**config.mk**
```make
export PLATFORM = sky130hd
export DESIGN_NAME = accr_regs
export DESIGN_NICKNAME = d
export VERILOG_FILES = /design/src/rtl/accr_pkg.sv /design/src/rtl/accr_regs.sv
export SDC_FILE = /design/constraint.sdc
export NUM_CORES = 1
export LEC_CHECK = 0
export BUFFER_PORTS_ARGS = -buffer_cell sky130_fd_sc_hd__buf_4
export CAP_MARGIN = 25
export CORE_ASPECT_RATIO = 0.75
export CORE_MARGIN = 2
export CORE_UTILIZATION = 35
export CTS_CLUSTER_DIAMETER = 60
export DETAILED_ROUTE_END_ITERATION = 10
export GPL_TIMING_DRIVEN = 0
export PLACE_DENSITY = 0.53
export SLEW_MARGIN = 20
export SYNTH_ARGS = -nofsm -noshare
export SYNTH_HDL_FRONTEND = slang
export SYNTH_SLANG_ARGS = --single-unit
```
**constraint.sdc**
```tcl
create_clock -name sys_clk -period 5 [get_ports sys_clk]
set_input_delay 1 -clock sys_clk [delete_from_list [all_inputs] [get_ports sys_clk]]
set_output_delay 1 -clock sys_clk [all_outputs]
set_load 0.03 [all_outputs]
```
**src/rtl/accr_pkg.sv**
```systemverilog
// Package: register map, field layout and reset values of the channel config bank
package accr_pkg;

  // Register indices (printed offsets are all multiples of four)
  localparam logic [3:0] IDX_THRESHOLD_HIGH = 4'h7;
  localparam logic [3:0] IDX_THRESHOLD_LOW  = 4'h8;
  localparam logic [3:0] IDX_CH0_CONFIG     = 4'h9;
  localparam logic [3:0] IDX_CH0_OFFSET_HI  = 4'ha;
  localparam logic [3:0] IDX_CH0_OFFSET_LO  = 4'hb;
  localparam logic [3:0] IDX_CH0_GAIN_HI    = 4'hc;
  localparam logic [3:0] IDX_CH0_GAIN_LO    = 4'hd;

  // Byte address is four times the index
  localparam int ADDR_W = 8;

  // Reset values
  localparam logic [15:0] RST_THRESHOLD_HIGH = 16'h0000;
  localparam logic [7:0]  RST_THRESHOLD_LOW  = 8'h00;
  localparam logic [3:0]  RST_DC_REMOVAL     = 4'h0;
  localparam logic [9:0]  RST_CH0_DELAY      = 10'h000;
  localparam logic        RST_CH0_DC_OFF     = 1'b0;
  localparam logic [15:0] RST_OFFSET_HIGH    = 16'h0000;
  localparam logic [7:0]  RST_OFFSET_LOW     = 8'h00;
  localparam logic [15:0] RST_GAIN_HIGH      = 16'h8000;
  localparam logic [7:0]  RST_GAIN_LOW       = 8'h00;

  // Field positions
  localparam int POS_LOW_BYTE   = 8;
  localparam int POS_DC_REMOVAL = 0;
  localparam int POS_CH0_DELAY  = 6;
  localparam int POS_CH0_DC_OFF = 2;
  localparam int POS_CH0_INPUT  = 0;

  // Channel 0 input selection
  typedef enum logic [1:0] {
    ACCR_IN_PINS     = 2'h0,
    ACCR_IN_SHORTED  = 2'h1,
    ACCR_IN_TEST_POS = 2'h2,
    ACCR_IN_TEST_NEG = 2'h3
  } accr_input_sel_t;

  // Channel 0 configuration as seen by the datapath
  typedef struct packed {
    logic [9:0]      delay;
    logic            dc_removal_off;
    accr_input_sel_t input_select;
  } accr_channel0_config_t;

  // Combined 24-bit calibration and threshold words
  typedef struct packed {
    logic [23:0] detect_threshold;
    logic [23:0] offset;
    logic [23:0] gain;
  } accr_cal_t;

  // APB request
  typedef struct packed {
    logic              psel;
    logic              penable;
    logic              pwrite;
    logic [ADDR_W-1:0] paddr;
    logic [31:0]       pwdata;
    logic [3:0]        pstrb;
  } accr_apb_req_t;

  // APB answer
  typedef struct packed {
    logic        pready;
    logic [31:0] prdata;
    logic        pslverr;
  } accr_apb_rsp_t;

endpackage : accr_pkg

```
**src/rtl/accr_regs.sv**
```systemverilog
// Channel threshold, filter and channel 0 calibration register bank on APB
//
// The APB slave port is this design's own decision.
module accr_regs
  import accr_pkg::*;
(
  input  wire logic                    sys_clk,
  input  wire logic                    rst,
  input  wire accr_pkg::accr_apb_req_t apb_req,
  output accr_pkg::accr_apb_rsp_t      apb_rsp,
  output accr_pkg::accr_channel0_config_t      channel0_config,
  output logic [3:0]                   dc_removal_setting,
  output logic                         ch0_dc_removal_active,
  output accr_pkg::accr_cal_t          cal
);
  import accr_pkg::*;

  // Register map; each 16-bit register sits in the low half of an aligned word
  //   0x1c  threshold upper:  15:0 threshold bits 23:8, two's complement
  //   0x20  threshold lower:  15:8 threshold bits 7:0, 7:4 zero, 3:0 shared setting
  //   0x24  channel 0 config: 15:6 delay, 5:3 zero, 2 filter off, 1:0 input
  //   0x28  offset upper:     15:0 offset bits 23:8, two's complement
  //   0x2c  offset lower:     15:8 offset bits 7:0, 7:0 zero
  //   0x30  gain upper:       15:0 gain bits 23:8, resets to unity gain
  //   0x34  gain lower:       15:8 gain bits 7:0, 7:0 zero
  // Bits 31:16 of every word ignore writes and read zero.
  // Unaligned or unmapped addresses answer with pslverr and change nothing.

  // Bus timing; every access takes exactly one wait state
  //   setup     psel high, penable low; nothing happens yet
  //   access 1  penable high; a write lands, a read word is captured
  //   access 2  pready, prdata and pslverr stand for this cycle only
  // Answer registers clear outside the pulse, so prdata reads zero on an idle bus.
  // Byte strobes act per lane; a field split across lanes takes each part on its own.

  // Stored fields; reserved bits have no storage at all
  logic [15:0]     thr_high_reg;
  logic [7:0]      thr_low_reg;
  logic [3:0]      dc_removal_reg;
  logic [9:0]      delay_reg;
  logic            dc_off_reg;
  logic [1:0]      input_reg;
  logic [15:0]     off_high_reg;
  logic [7:0]      off_low_reg;
  logic [15:0]     gain_high_reg;
  logic [7:0]      gain_low_reg;
  logic            ready_reg;
  logic [31:0]     rdata_reg;
  logic            slverr_reg;
  logic [31:0]     rdata_next;
  logic            hit;
  logic            wr_take;
  logic            rd_take;
  logic [3:0]      idx;
  logic [15:0]     wd;
  logic            access_first;
  logic            lane_hi;
  logic            lane_lo;

  // One write select per register
  logic            sel_thr_high;
  logic            sel_thr_low;
  logic            sel_cfg;
  logic            sel_off_high;
  logic            sel_off_low;
  logic            sel_gain_high;
  logic            sel_gain_low;

  // Index decode: word aligned, inside the small window
  function automatic logic decode_hit(input logic [ADDR_W-1:0] a);
    logic [3:0] i;
    i = a[5:2];
    return (a[1:0] == 2'h0) && (a[ADDR_W-1:6] == '0) &&
           (i >= IDX_THRESHOLD_HIGH) && (i <= IDX_CH0_GAIN_LO);
  endfunction

  // Byte-lane merge of a 16-bit register
  function automatic logic [15:0] merge16(input logic [15:0] old, input logic [15:0] nw,
                                          input logic [1:0] strb);
    return {strb[1] ? nw[15:8] : old[15:8], strb[0] ? nw[7:0] : old[7:0]};
  endfunction

  // Upper register and lower byte joined into one 24-bit quantity
  function automatic logic [23:0] join24(input logic [15:0] upper, input logic [7:0] lower);
    return {upper, lower};
  endfunction

  // Request decode
  assign idx          = apb_req.paddr[5:2];
  assign hit          = decode_hit(apb_req.paddr);
  // First access cycle only; pready high marks the second, so nothing is taken twice
  assign access_first = apb_req.psel && apb_req.penable && !ready_reg;
  assign wr_take      = access_first && apb_req.pwrite && hit;
  assign rd_take      = access_first && !apb_req.pwrite;
  // Upper half of pwdata has no storage behind it
  assign wd           = apb_req.pwdata[15:0];
  assign lane_hi      = apb_req.pstrb[1];
  assign lane_lo      = apb_req.pstrb[0];

  // Write selects, already qualified by a mapped first access cycle
  assign sel_thr_high  = wr_take && (idx == IDX_THRESHOLD_HIGH);
  assign sel_thr_low   = wr_take && (idx == IDX_THRESHOLD_LOW);
  assign sel_cfg       = wr_take && (idx == IDX_CH0_CONFIG);
  assign sel_off_high  = wr_take && (idx == IDX_CH0_OFFSET_HI);
  assign sel_off_low   = wr_take && (idx == IDX_CH0_OFFSET_LO);
  assign sel_gain_high = wr_take && (idx == IDX_CH0_GAIN_HI);
  assign sel_gain_low  = wr_take && (idx == IDX_CH0_GAIN_LO);

  // Threshold upper word
  always_ff @(posedge sys_clk) begin
    if (rst) begin
      thr_high_reg <= RST_THRESHOLD_HIGH;
    end else if (sel_thr_high) begin
      thr_high_reg <= merge16(thr_high_reg, wd, {lane_hi, lane_lo});
    end
  end

  // Threshold low byte
  always_ff @(posedge sys_clk) begin
    if (rst) begin
      thr_low_reg <= RST_THRESHOLD_LOW;
    end else if (sel_thr_low && lane_hi) begin
      thr_low_reg <= wd[POS_LOW_BYTE +: 8];
    end
  end

  // Shared filter setting; bits 7:4 of this word are reserved and dropped
  always_ff @(posedge sys_clk) begin
    if (rst) begin
      dc_removal_reg <= RST_DC_REMOVAL;
    end else if (sel_thr_low && lane_lo) begin
      dc_removal_reg <= wd[POS_DC_REMOVAL +: 4];
    end
  end

  // Channel 0 delay; it straddles both lanes, so each lane writes its own part
  always_ff @(posedge sys_clk) begin
    if (rst) begin
      delay_reg <= RST_CH0_DELAY;
    end else if (sel_cfg) begin
      if (lane_hi) begin
        delay_reg[9:2] <= wd[POS_LOW_BYTE +: 8];
      end
      if (lane_lo) begin
        delay_reg[1:0] <= wd[POS_CH0_DELAY +: 2];
      end
    end
  end

  // Channel 0 filter off bit
  always_ff @(posedge sys_clk) begin
    if (rst) begin
      dc_off_reg <= RST_CH0_DC_OFF;
    end else if (sel_cfg && lane_lo) begin
      dc_off_reg <= wd[POS_CH0_DC_OFF];
    end
  end

  // Channel 0 input selection; all four codes are legal, so none is refused
  always_ff @(posedge sys_clk) begin
    if (rst) begin
      input_reg <= ACCR_IN_PINS;
    end else if (sel_cfg && lane_lo) begin
      input_reg <= wd[POS_CH0_INPUT +: 2];
    end
  end

  // Offset upper word
  always_ff @(posedge sys_clk) begin
    if (rst) begin
      off_high_reg <= RST_OFFSET_HIGH;
    end else if (sel_off_high) begin
      off_high_reg <= merge16(off_high_reg, wd, {lane_hi, lane_lo});
    end
  end

  // Offset low byte
  always_ff @(posedge sys_clk) begin
    if (rst) begin
      off_low_reg <= RST_OFFSET_LOW;
    end else if (sel_off_low && lane_hi) begin
      off_low_reg <= wd[POS_LOW_BYTE +: 8];
    end
  end

  // Gain upper word; reset is unity gain
  always_ff @(posedge sys_clk) begin
    if (rst) begin
      gain_high_reg <= RST_GAIN_HIGH;
    end else if (sel_gain_high) begin
      gain_high_reg <= merge16(gain_high_reg, wd, {lane_hi, lane_lo});
    end
  end

  // Gain low byte
  always_ff @(posedge sys_clk) begin
    if (rst) begin
      gain_low_reg <= RST_GAIN_LOW;
    end else if (sel_gain_low && lane_hi) begin
      gain_low_reg <= wd[POS_LOW_BYTE +: 8];
    end
  end

  // Read mux; reserved bits and upper half-word are constant zero
  always_comb begin
    rdata_next = 32'h0000_0000;
    case (idx)
      IDX_THRESHOLD_HIGH: rdata_next[15:0] = thr_high_reg;
      IDX_THRESHOLD_LOW:  rdata_next[15:0] = {thr_low_reg, 4'h0, dc_removal_reg};
      IDX_CH0_CONFIG:     rdata_next[15:0] = {delay_reg, 3'h0, dc_off_reg, input_reg};
      IDX_CH0_OFFSET_HI:  rdata_next[15:0] = off_high_reg;
      IDX_CH0_OFFSET_LO:  rdata_next[15:0] = {off_low_reg, 8'h00};
      IDX_CH0_GAIN_HI:    rdata_next[15:0] = gain_high_reg;
      IDX_CH0_GAIN_LO:    rdata_next[15:0] = {gain_low_reg, 8'h00};
      default:            rdata_next = 32'h0000_0000;
    endcase
    if (!hit) begin
      rdata_next = 32'h0000_0000;
    end
  end

  // Ready pulse: one wait state, high for one cycle
  always_ff @(posedge sys_clk) begin
    if (rst) begin
      ready_reg <= 1'b0;
    end else begin
      ready_reg <= access_first;
    end
  end

  // Error flag on unmapped or unaligned address, alongside the ready pulse
  always_ff @(posedge sys_clk) begin
    if (rst) begin
      slverr_reg <= 1'b0;
    end else begin
      slverr_reg <= access_first && !hit;
    end
  end

  // Read word; held at zero outside the pulse so an idle bus shows nothing stale
  always_ff @(posedge sys_clk) begin
    if (rst) begin
      rdata_reg <= 32'h0000_0000;
    end else if (rd_take) begin
      rdata_reg <= rdata_next;
    end else begin
      rdata_reg <= 32'h0000_0000;
    end
  end

  // Channel 0 settings toward the datapath; registered so nothing glitches mid-cycle
  always_ff @(posedge sys_clk) begin
    if (rst) begin
      channel0_config <= '{delay: RST_CH0_DELAY, dc_removal_off: RST_CH0_DC_OFF,
                   input_select: ACCR_IN_PINS};
    end else begin
      channel0_config.delay          <= delay_reg;
      channel0_config.dc_removal_off <= dc_off_reg;
      channel0_config.input_select   <= accr_input_sel_t'(input_reg);
    end
  end

  // Shared filter setting toward the datapath
  always_ff @(posedge sys_clk) begin
    if (rst) begin
      dc_removal_setting <= RST_DC_REMOVAL;
    end else begin
      dc_removal_setting <= dc_removal_reg;
    end
  end

  // Off bit overrides the shared setting; setting zero means no filtering at all
  always_ff @(posedge sys_clk) begin
    if (rst) begin
      ch0_dc_removal_active <= 1'b0;
    end else begin
      ch0_dc_removal_active <= !dc_off_reg && (dc_removal_reg != 4'h0);
    end
  end

  // Joined words; a pair written in two accesses shows the first half alone between them
  always_ff @(posedge sys_clk) begin
    if (rst) begin
      cal <= '{detect_threshold: join24(RST_THRESHOLD_HIGH, RST_THRESHOLD_LOW),
               offset:           join24(RST_OFFSET_HIGH, RST_OFFSET_LOW),
               gain:             join24(RST_GAIN_HIGH, RST_GAIN_LOW)};
    end else begin
      cal.detect_threshold <= join24(thr_high_reg, thr_low_reg);
      cal.offset           <= join24(off_high_reg, off_low_reg);
      cal.gain             <= join24(gain_high_reg, gain_low_reg);
    end
  end

  // Answer to the bus master, straight from the answer registers
  assign apb_rsp = '{pready: ready_reg, prdata: rdata_reg, pslverr: slverr_reg};

endmodule // accr_regs

```
* Yosys cells after proc, flatten, opt, wreduce, memory -nomap -nowiden
Index checks and enable logic that the tools add are counted.
** Word-level totals
- Word-level logic and storage cells :: 77
- Output and inout bits :: 124
- Bits in registers :: 213
- Input port bits :: 49
** Cells by class
- Multiplexer cells :: 1
- Bitwise gates (word level) :: 2
- $lt $le $gt $ge :: 2
- Reductions and logical operators :: 39
- Equal/unequal tests :: 7
** Operators by type and width (number)
- 16-bit one-hot mux with 7 select lines :: 1
- 4-bit equality test (second input constant) :: 6
- 1-bit logical AND :: 22
- 2-bit AND reduction :: 8
- 4-bit by 3-bit equality test with 1-bit output (second input constant) :: 1
- 4-bit by 3-bit >= comparator with 1-bit output (second input constant) :: 1
- 4-bit less-or-equal comparator (second input constant) :: 1
- 1-bit logical NOT :: 4
- 2-bit logical NOT :: 2
- 4-bit nonzero test :: 1
- 3-bit OR reduction :: 1
- 1-bit inverter :: 2
- 2-bit OR reduction :: 1

* Depth between registers and ports, before layout
Gate-level depths: netlist (run 1).
- Depth after elaboration :: 7
- Depth in mapped cells :: 7
- Depth with buffers taken out :: 4

* Worst setup path before layout (run 1)
Ideal clock, no wire load.
- Kind :: in2reg
- From :: input apb_req[41] (netlist name)
- To :: register thr_high_reg[10]
- Cell stages on the path :: 6
- Path buffers :: 3
- Path slack :: 2.568 ns
- Arrival time :: 2.318 ns
- Cell sequence :: buf_2 and4b_1 buf_2 nand4_1 clkbuf_1 a21o_1
** Between the ends
- Cells in the longest elaborated chain, start to end :: 6
- Elaborated cells on any way between the ends :: 8
- Classes of those cells :: order compare (2); eq/ne (1); reduce/logical (5)
** Ends and longest elaborated chain
- start: declaration :: line accr_regs.sv:9 : input wire accr_pkg::accr_apb_req_t apb_req,
- 4-bit by 3-bit >= comparator with 1-bit output :: line accr_regs.sv:74 : (i >= IDX_THRESHOLD_HIGH) && (i <= IDX_CH0_GAIN_LO);
- 1-bit logical AND :: line accr_regs.sv:73 : return (a[1:0] == 2'h0) && (a[ADDR_W-1:6] == '0) &&
- 1-bit logical AND :: line accr_regs.sv:74
- 1-bit logical AND :: line accr_regs.sv:93 : assign wr_take = access_first && apb_req.pwrite && hit;
- 1-bit logical AND (*) :: line accr_regs.sv:101 : assign sel_thr_high = wr_take && (idx == IDX_THRESHOLD_HIGH);
- 2-bit AND reduction (no line) (*)
- end signal: assignment :: line accr_regs.sv:114 : thr_high_reg <= merge16(thr_high_reg, wd, {lane_hi, lane_lo});
- end: declaration :: line accr_regs.sv:37 : logic [15:0] thr_high_reg;
Every way passes the cells marked *; elsewhere a longest branch is shown, timed or not.
A chain may end at the register's enable or synchronous reset.

* Final worst setup path (run 1)
- From :: input apb_req[39] (netlist name)
- To :: register rdata_reg[10]
** Between the ends
- Cells in the longest elaborated chain, start to end :: 5
- Elaborated cells on any way between the ends :: 14
- Classes of those cells :: order compare (2); eq/ne (7); mux (1); bitwise (1); reduce/logical (3)
** Ends and longest elaborated chain
- 4-bit by 3-bit >= comparator with 1-bit output :: line accr_regs.sv:74
- 1-bit logical AND :: line accr_regs.sv:73
- 1-bit logical AND :: line accr_regs.sv:74
- 1-bit inverter (no line)
- 3-bit OR reduction (no line)
- end signal: assignment :: line accr_regs.sv:245 : rdata_reg <= rdata_next;
- end: declaration :: line accr_regs.sv:48 : logic [31:0] rdata_reg;
Parallel ways exist; a longest one is shown, timed or not.

==> reports/metrics.csv, run 1 <==
stage,metric,value,unit
grt,grt_pass1_wl,29670,um
power_and_ir_drop,leakage,0.003643,uW
logic_synthesis,yosysTopAreaCellShare,59.20,%
setup_path,cpPeakStageDelay,0.58,ns
placed_design,hpwl,14480,um
logic_synthesis,synthTopCellsByArea,"dfxtp_1 (59%), o21ai_0 (8.9%), nor2b_1 (7.7%), mux2i_1 (2.6%), nand2b_1 (2.3%)",
clock_network,clk_pin_slew_worst_paths,0.07,ns
grt,grt_pass1_vias,5148,
placed_design,port_buffers,134,
setup_path,worstPathRequired,5.36,ns
die,design.die.area,20160,um^2
route,drt_iter0_markers,556,
setup_path,cp-start-kind,primary input,
cells_and_area,largest_register_ffs,72,
sta,skew,0.01366,ns
sta,fin_setup_tns,0,ns
cells_and_area,area_growth,29.30,%
grt,antenna_found_initial,0,
logic_synthesis,ys_seq_area_share,59.20,%
sta,tightest_slew,0.7255,ns
clock_network,cts_root_buf,clkbuf_16,
clock_network,clock_latency,0.44,ns
clock_network,postCtsSetupBuffers,0,
setup_path,cp_max_fo,10,
route,routed_wl,19920,um
logic_synthesis,synthFlopType,dfxtp_1,
logic_synthesis,yosysMostFrequentCell,dfxtp_1,
grt,grt_max_degree,19,
cells_and_area,drive_gt1_share,23.45,%
job,max_cap_viol_count,0,
sta,timing.hold.ws,0.4666,ns
route,avgViaCountPerCell,4.934,
die,rows,43,
sta,worst_slack,2.337,ns
logic_synthesis,postSynth.asyncResetShare,0,%
route,drtAntennaViolNets,0,
grt,gr-total-overflow,0,
sta,min_period_over_period,53.26,%
placed_design,gp_congestion,0.8537,
sta,final-max-slew-violation-count,0,
route,drt_first_pass_iters,5,
setup_path,endpoint_kind,register,
sta,slew_headroom,51.37,%
route,drc_errors,0,
setup_path,slowest_stage,clkbuf_1,
setup_path,crit_arrival,3.03,ns
clock_network,htree_levels,4,
setup_path,critPathTopFamily,simple AND/OR/NAND/NOR gates,
logic_synthesis,ys_top_cells_by_count,"dfxtp_1 (197), o21ai_0 (118), nor2b_1 (82)",
die,dieWidth,163.3,um
cells_and_area,antenna_cells,0,
logic_synthesis,syn_area,6661,um^2
logic_synthesis,yosysWarnings,0,
sta,rsz0062_at_grt,no,
sta,finalCriticalPeriod,2.663,ns
clock_network,postCtsHoldBufs,0,
sta,clock.fmax,0.3755,GHz
route,num_vias,5363,
logic_synthesis,synth_top_area_cell,dfxtp_1,
logic_synthesis,synth-edff-count,0,
clock_network,cts.path.max_buffers,2,
clock_network,cts_tree,yes,
logic_synthesis,avgSynthCellArea,10.11,um^2
setup_path,worstSetupPathType,in -> reg,
die,io_pins,173,
setup_path,path_cells,"buf_2, nand2b_1, nor3_2, clkbuf_1, a221oi_1, a21oi_1",
min_path,hold_class,reg -> reg,
route,drt-wirelength-per-cell,18.32,um
power_and_ir_drop,peakVddDrop,0.1653,mV
cells_and_area,regMostFlops,cal,
clock_network,cts.repair.resized,0,
status,status,completed,
clock_network,clock-sinks,197,
logic_synthesis,synthCells,659,
die,core_area,18560,um^2
placed_design,dp_slack,1.957,ns
sta,hold_violations,0,
logic_synthesis,synth-seq-cells,197,
grt,grtUsageTotal,19.79,%
clock_network,cts_buffers,17,
die,initial_utilization,35.89,%
power_and_ir_drop,p_per_area,353.6,nW/um^2
cells_and_area,nets,876,
setup_path,cp_num_buf_inv,2,
logic_synthesis,yosys.cell_types.count,40,
die,die_y,123.5,um
sta,setup_violations,0,
[cells by family (layout without fill, tap and decap cells)]
family,Yosys count,in the layout,synth area share [%]
muxes,18,18,2.723
other,1,16,0.05629
DFF,197,197,59.20
AOI/OAI and AO/OA,188,188,16.77
buffers and inverters,73,239,5.259
and+or+nand+nor,182,182,15.98
[stage by stage]
stage | util (%) | power, uW | cells | instance area [um^2]
after floorplan | - | 1675 | 674 | 6718
after global placement | 43.28 | 1721 | 1055 | 8033
after detailed placement | 43.28 | 1722 | 1055 | 8033
after CTS | 46.40 | 3061 | 1087 | 8613
after global routing | 46.40 | 3140 | 1087 | 8613
final | 46.40 | 3046 | 1087 | 8613
[worst paths after layout]
| path | startpoint | to | slack [ns] | depth (start not counted) |
|---|---|---|---|---|
| worst max-delay path | apb_req[39] | rdata_reg[10]$_SDFF_PP0_ | 2.34 | 6 |
| worst min-delay path | gain_high_reg[15]$_SDFFE_PP1P_ | cal[23]$_SDFF_PP1_ | 0.47 | 2 |
| worst max register to register | ready_reg$_SDFF_PP0_ | off_high_reg[6]$_SDFFE_PP0P_ | 2.98 | 6 |
| worst min register to register | gain_high_reg[15]$_SDFFE_PP1P_ | cal[23]$_SDFF_PP1_ | 0.47 | 2 |
[placed cells by master, fill, tap and decap left out, types with 3 or more instances in the layout]
cell       count
inv_1         11
a22o_1         7
o21ai_0      118
clkbuf_1      38
nand2_1       17
a21o_1        16
nand2b_1      25
or2_0          4
clkbuf_16     17
a22oi_1       14
mux2i_1       17
nand4_1        4
nor3_1         4
a221oi_1       8
conb_1        16
inv_6          4
a21oi_1       11
clkinv_4       3
buf_4        152
o21ai_1        3
nor2_1        29
buf_2          7
a222oi_1       5
a31oi_1        3
and4b_1        3
nor2b_1       82
dfxtp_1      197
inv_8          3
[layout make-up]
| class | instances | area, um^2 |
|---|---|---|
| Timing Repair Buffer | 134 | 1006 |
| Fill cell | 1758 | 9948 |
| Tap cell | 247 | 309.0 |
| Sequential cell | 197 | 3944 |
| Clock buffer | 19 | 442.9 |
| Buffer | 62 | 309.0 |
| Inverter | 11 | 41.29 |
| Multi-Input combinational cell | 404 | 2424 |
| Clock inverter | 13 | 137.6 |
[worst reg2reg max path, delay by kind of cell, from the launching register on]
kind	cells	cell delay (ns)
flip-flops	1	0.35
AO/OA/AOI/OAI	2	0.34
AND/OR/NAND/NOR	2	0.43
buffers and inverters	2	0.77
[layer usage]
layer	track usage, %	part of all wire, %
met1	30.09	51
met2	27.00	40
met3	5.334	8.1
met4	5.642	0.99
met5	0	0
[report_power, final]
part	total (uW)	switching (uW)	internal, uW
clock network	1360	638	719
logic	120	82.5	37.0
registers	1570	0.395	1570
total	3050	721	2320
No activity file was read; power rests on OpenSTA's default activity.
==> inputs of run 2 (changes only) <==
Settings changed: PLACE_DENSITY 0.53 to 0.55.
Clock period 5 ns to 2.16 ns, I/O delays scaled along.
==> reports/metrics.csv, run 2 (synthesis gave the netlist of run 1 again) <==
stage,metric,value,unit,change
route,drtAntennaViolNets,0,,unchanged
power_and_ir_drop,p_per_area,827.8,nW/um^2,was 353.6 nW/um^2
cells_and_area,nets,876,,unchanged
power_and_ir_drop,peakVddDrop,0.3289,mV,was 0.1653 mV
cells_and_area,drive_gt1_share,23.36,%,was 23.45%
sta,hold_violations,0,,unchanged
sta,min_period_over_period,93.25,%,
die,die_y,123.5,um,unchanged
cells_and_area,layout_common_cells,"dfxtp_1 (197), buf_4 (152), o21ai_0 (118)",,unchanged
clock_network,clk_pin_slew_worst_paths,0.07,ns,about the same
grt,gr-total-overflow,0,,unchanged
route,drt-wirelength-per-cell,18.08,um,was 18.32 um
setup_path,crit_arrival,2.37,ns,was 3.03 ns
placed_design,gp_congestion,0.8555,,was 0.8537
power_and_ir_drop,switching_share,21.99,%,was 23.68%
clock_network,postCtsHoldBufs,0,,unchanged
route,num_vias,5446,,was 5363
sta,worst_slack,0.1457,ns,was 2.337 ns
power_and_ir_drop,leakage,0.003649,uW,was 0.003643 uW
sta,slew_headroom,46.36,%,was 51.37%
clock_network,clock_latency,0.43,ns,was 0.44 ns
die,initial_utilization,35.89,%,unchanged
sta,skew,0.009160,ns,was 0.01366 ns
setup_path,cp_max_fo,9,,was 10
setup_path,path_cells,"and4b_1, o2111ai_2, nor3_4, mux2i_1",,"was buf_2, nand2b_1, nor3_2, clkbuf_1, a221oi_1, a21oi_1"
grt,grt_pass1_vias,5291,,was 5148
sta,finalCriticalPeriod,2.014,ns,
setup_path,endpoint_kind,register,,unchanged
power_and_ir_drop,clockPowerShare,45.3,%,was 44.6%
cells_and_area,antenna_cells,0,,unchanged
cells_and_area,regArea,3944,um^2,unchanged
cells_and_area,n_fill_cell,1755,,was 1758
power_and_ir_drop,p_int,5576,uW,was 2324 uW
cells_and_area,layout_commonest_cell,dfxtp_1,,unchanged
placed_design,port_buffers,134,,unchanged
grt,antenna_found_initial,0,,unchanged
sta,setup_violations,0,,unchanged
die,design.die.area,20160,um^2,unchanged
setup_path,worstSetupPathType,reg -> reg,,was in -> reg
job,max_cap_viol_count,0,,unchanged
die,core_area,18560,um^2,unchanged
min_path,hold_class,in -> reg,,was reg -> reg
sta,clock.fmax,0.4965,GHz,
setup_path,critPathTopFamily,simple AND/OR/NAND/NOR gates,,unchanged
cells_and_area,largest_register_ffs,72,,unchanged
grt,grt_max_degree,17,,was 19
grt,grt_pass1_wl,29260,um,was 29670 um
sta,rsz0062_at_grt,no,,unchanged
setup_path,slowest_stage,nor3_4,,was clkbuf_1
route,drt_first_pass_iters,6,,was 5
route,routed_wl,19630,um,was 19920 um
setup_path,worstPathRequired,2.52,ns,was 5.36 ns
status,status,completed,,unchanged
setup_path,cp-start-kind,register,,was primary input
clock_network,postCtsSetupBuffers,0,,unchanged
clock_network,cts_tree,yes,,unchanged
clock_network,clock-sinks,197,,unchanged
clock_network,cts_buffers,17,,unchanged
die,dieWidth,163.3,um,unchanged
die,io_pins,173,,unchanged
power_and_ir_drop,p_seq_share,50.8,%,was 51.5%
clock_network,htree_levels,4,,unchanged
route,avgViaCountPerCell,5.015,,was 4.934
cells_and_area,area_growth,29.62,%,was 29.30%
cells_and_area,final_core_util,46.52,%,was 46.40%
cells_and_area,multi_input_area,2424,um^2,unchanged
placed_design,hpwl,14450,um,was 14480 um
sta,tightest_slew,0.8003,ns,was 0.7255 ns
power_and_ir_drop,p_sw,1572,uW,was 721.3 uW
die,rows,43,,unchanged
cells_and_area,regMostFlops,cal,,unchanged
power_and_ir_drop,pwr-share-comb,3.9,%,about the same
setup_path,cpPeakStageDelay,0.62,ns,was 0.58 ns
placed_design,dp_slack,-0.4057,ns,was 1.957 ns
route,drt_iter0_markers,520,,was 556
clock_network,cts_root_buf,clkbuf_16,,unchanged
setup_path,cp_num_buf_inv,0,,was 2
grt,grtUsageTotal,19.56,%,was 19.79%
sta,final-max-slew-violation-count,0,,unchanged
route,drc_errors,0,,unchanged
clock_network,cts.path.max_buffers,2,,unchanged
run 2: area by class of cell:
| type | count | area share (%) |
|---|---|---|
| Sequential cell | 197 | 45.67 |
| Multi-Input combinational cell | 404 | 28.07 |
| Timing Repair Buffer | 134 | 11.65 |
| Clock buffer | 21 | 5.217 |
| Buffer | 62 | 3.608 |
| Tap cell | 247 | 3.579 |
| Clock inverter | 10 | 1.724 |
| Inverter | 11 | 0.4782 |
run 2: path summary, 6_finish.rpt:
kind | startpoint | cells after the start | endpoint | slack [ns]
setup / recovery | ready_reg$_SDFF_PP0_ | 4 | off_low_reg[5]$_SDFFE_PP0P_ | 0.15
hold / removal | apb_req[45] | 3 | ready_reg$_SDFF_PP0_ | 0.27
setup reg to reg | ready_reg$_SDFF_PP0_ | 4 | off_low_reg[5]$_SDFFE_PP0P_ | 0.15
hold reg to reg | off_low_reg[5]$_SDFFE_PP0P_ | 2 | cal[29]$_SDFF_PP0_ | 0.48
run 2: through the flow:
stage	instances	TNS, ns	total power, uW	instance area, um^2	hold slack (ns)
2_1_floorplan	674	0	3878	6718	0.4177
3_3_place_gp	1055	-8.103	3984	8033	0.4535
3_5_place_dp	1055	-8.760	3986	8033	0.4585
4_1_cts	1086	0	7182	8632	0.2513
5_1_grt	1086	0	7359	8635	0.2658
6_report	1086	0	7148	8635	0.2687
run 2: timing repair:
item                                   in CTS  in global routing
gates resized for setup                     0                  4
endpoints found under the hold margin       0                  0
setup endpoints to repair                   0                  9
run 2: metal layers:
metal | part of all wire [%] | routed length [um] | GRT usage, % | up-vias
li1 | - | - | - | 2573
met2 | 42 | 8249 | 28.14 | 262
met3 | 8.9 | 1751 | 5.300 | 26
met4 | 1.3 | 263 | 5.973 | 0
met5 | 0 | 0 | 0 | -
met1 | 48 | 9365 | 28.42 | 2585
run 2: worst min-delay path, cell delays in order:
cell,delay [ns]
buf_4,0.11
nand2_1,0.06
nor3_1,0.05
run 2: power by group through the flow:
stage | combinational (uW) | clock, uW | sequential [uW]
5_1_grt | 290 | 3440 | 3630
6_report | 275 | 3240 | 3630
4_1_cts | 270 | 3280 | 3630
3_5_place_dp | 270 | 0 | 3720
3_3_place_gp | 268 | 0 | 3720
2_1_floorplan | 162 | 0 | 3720
==> inputs of run 3 (changes only) <==
==> constraint.sdc (replaced) <==
create_clock -name sys_clk -period 2.16 [get_ports sys_clk]
set_input_delay 0.108 -clock sys_clk [delete_from_list [all_inputs] [get_ports sys_clk]]
set_output_delay 0.108 -clock sys_clk [all_outputs]
set_load 0.03 [all_outputs]
==> reports/metrics.csv, run 3 (synthesis gave the netlist of run 1 again) <==
stage,metric,value,unit,change
setup_path,cp-start-kind,register,,unchanged
route,avgViaCountPerCell,5.031,,was 5.015
power_and_ir_drop,p_per_area,825.6,nW/um^2,was 827.8 nW/um^2
clock_network,cts_root_buf,clkbuf_16,,unchanged
cells_and_area,layout_commonest_cell,dfxtp_1,,unchanged
cells_and_area,largest_register_ffs,72,,unchanged
die,design.die.area,20160,um^2,unchanged
setup_path,cpPeakStageDelay,0.62,ns,about the same
sta,timing.hold.ws,0.02394,ns,was 0.2687 ns
die,rows,43,,unchanged
setup_path,r2r_slack,0.15,ns,about the same
die,initial_utilization,35.89,%,unchanged
status,status,completed,,unchanged
setup_path,cp_num_cells,4,,unchanged
sta,tightest_slew,0.7168,ns,was 0.8003 ns
setup_path,path_cells,"and4b_1, o2111ai_2, nor3_4, mux2i_1",,unchanged
power_and_ir_drop,leakage,0.003660,uW,was 0.003649 uW
route,drt_iter0_markers,455,,was 520
cells_and_area,regMostFlops,cal,,unchanged
clock_network,postCtsSetupBuffers,0,,unchanged
placed_design,placed_area,8033,um^2,unchanged
placed_design,port_buffers,134,,unchanged
clock_network,htree_levels,4,,unchanged
sta,clock.fmax,0.4978,GHz,was 0.4965 GHz
setup_path,reg2reg_from,ready_reg$_SDFF_PP0_,,unchanged
setup_path,crit_arrival,2.37,ns,about the same
setup_path,reg2reg_to,off_low_reg[5]$_SDFFE_PP0P_,,unchanged
clock_network,clk_pin_slew_worst_paths,0.07,ns,about the same
cells_and_area,antenna_cells,0,,unchanged
grt,grt_pass1_vias,5300,,was 5291
cells_and_area,finalInstanceArea,8663,um^2,was 8635 um^2
setup_path,cp_num_buf_inv,0,,unchanged
route,drt_first_pass_iters,6,,unchanged
clock_network,cts_tree,yes,,unchanged
clock_network,cts_buffers,17,,unchanged
sta,final-max-slew-violation-count,0,,unchanged
route,drc_errors,0,,unchanged
clock_network,clock-sinks,197,,unchanged
min_path,min_path_cells,3,,unchanged
setup_path,worstSetupPathType,reg -> reg,,unchanged
min_path,hold_class,in -> reg,,unchanged
placed_design,gp_congestion,0.8555,,unchanged
grt,grt_pass1_wl,29290,um,was 29260 um
sta,slew_headroom,51.95,%,was 46.36%
sta,skew,0.009151,ns,was 0.009160 ns
cells_and_area,nets,879,,was 876
cells_and_area,area_growth,30.05,%,was 29.62%
sta,setup_violations,0,,unchanged
clock_network,clock_latency,0.43,ns,about the same
cells_and_area,layout_common_cells,"dfxtp_1 (197), buf_4 (152), o21ai_0 (118)",,unchanged
sta,worst_slack,0.1513,ns,was 0.1457 ns
cells_and_area,drive_gt1_share,23.16,%,was 23.36%
die,io_pins,173,,unchanged
setup_path,worstPathRequired,2.52,ns,about the same
setup_path,slowest_stage,nor3_4,,unchanged
grt,grtUsageTotal,19.58,%,was 19.56%
min_path,hold_start,apb_req[9],,was apb_req[45]
clock_network,cts.path.max_buffers,2,,unchanged
setup_path,endpoint_kind,register,,unchanged
sta,min_period_over_period,93.00,%,was 93.25%
route,drt-wirelength-per-cell,18.07,um,was 18.08 um
setup_path,critPathTopFamily,simple AND/OR/NAND/NOR gates,,unchanged
route,drtAntennaViolNets,0,,unchanged
setup_path,cp_max_fo,9,,unchanged
die,dieWidth,163.3,um,unchanged
min_path,min_to,off_high_reg[5]$_SDFFE_PP0P_,,was ready_reg$_SDFF_PP0_
grt,gr-total-overflow,0,,unchanged
grt,grt_max_degree,17,,unchanged
placed_design,hpwl,14450,um,unchanged
setup_path,rr_worst_depth,4,,unchanged
route,num_vias,5479,,was 5446
die,core_area,18560,um^2,unchanged
sta,hold_violations,0,,unchanged
route,routed_wl,19680,um,was 19630 um
sta,rsz0062_at_grt,no,,unchanged
job,max_cap_viol_count,0,,unchanged
power_and_ir_drop,peakVddDrop,0.3278,mV,was 0.3289 mV
grt,antenna_found_initial,0,,unchanged
sta,finalCriticalPeriod,2.009,ns,was 2.014 ns
die,die_y,123.5,um,unchanged
placed_design,dp_slack,-0.08174,ns,was -0.4057 ns
## run 3: cell types whose count changed in the layout (fill, tap and decap cells not counted), sizes merged
| cell | previous run | this run |
|---|---|---|
| dlygate4sd3 | 0 | 3 |
## run 3: cell type report
type                       instances  area (um^2)
timing repair buffer             137         1036
sequential                       197         3944
clock inverter                    10        148.9
inverter                          11        41.29
multi-input combinational        404         2424
buffer                            62        310.3
clock buffer                      21        450.4
fill                            1753         9898
tap                              247        309.0
## run 3: tightest hold or removal path, delay by kind of cell
kind,cells,cell delay (ns)
AND/OR/NAND/NOR,1,0.08
buffers and inverters,1,0.08
AO/OA/AOI/OAI,1,0.16
## run 3: repair_timing
item / CTS / global route
hold buffers: 3 / 0
setup endpoints to repair: 0 / 8
gates resized for setup: 0 / 2
hold endpoints to repair: 2 / 0
## run 3: report_power, final
group	internal [uW]	leakage, uW	switching [uW]
registers	3630	0.00159	0.931
clock network	1860	0.000284	1380
logic	89.0	0.00179	190
total	5580	0.00366	1570
## run 3: through the flow
step | std cells | utilization [%] | power (uW) | TNS, ns
CTS | 1089 | 46.67 | 7186 | 0
global route | 1089 | 46.67 | 7364 | 0
floorplan | 674 | - | 3878 | 0
finish | 1089 | 46.67 | 7153 | 0
detailed placement | 1055 | 43.28 | 3986 | -0.08425
global placement | 1055 | 43.28 | 3984 | -0.08464
## run 3: how the worst max path moves through the flow
stage	from	to
final	ready_reg$_SDFF_PP0_	off_low_reg[5]$_SDFFE_PP0P_
after CTS	ready_reg$_SDFF_PP0_	off_high_reg[6]$_SDFFE_PP0P_
after floorplan	apb_req[41]	thr_high_reg[10]$_SDFFE_PP0P_
after global routing	ready_reg$_SDFF_PP0_	off_high_reg[6]$_SDFFE_PP0P_
after detailed placement	apb_req[39]	rdata_reg[10]$_SDFF_PP0_
after global placement	apb_req[39]	rdata_reg[10]$_SDFF_PP0_
## run 3: per-layer routing
layer,share of wire (%),up-vias,track usage [%]
li1,-,2586,-
met1,48,2598,28.44
met2,42,269,28.19
met3,9.4,26,5.300
met4,1.4,0,5.973
met5,0,-,0
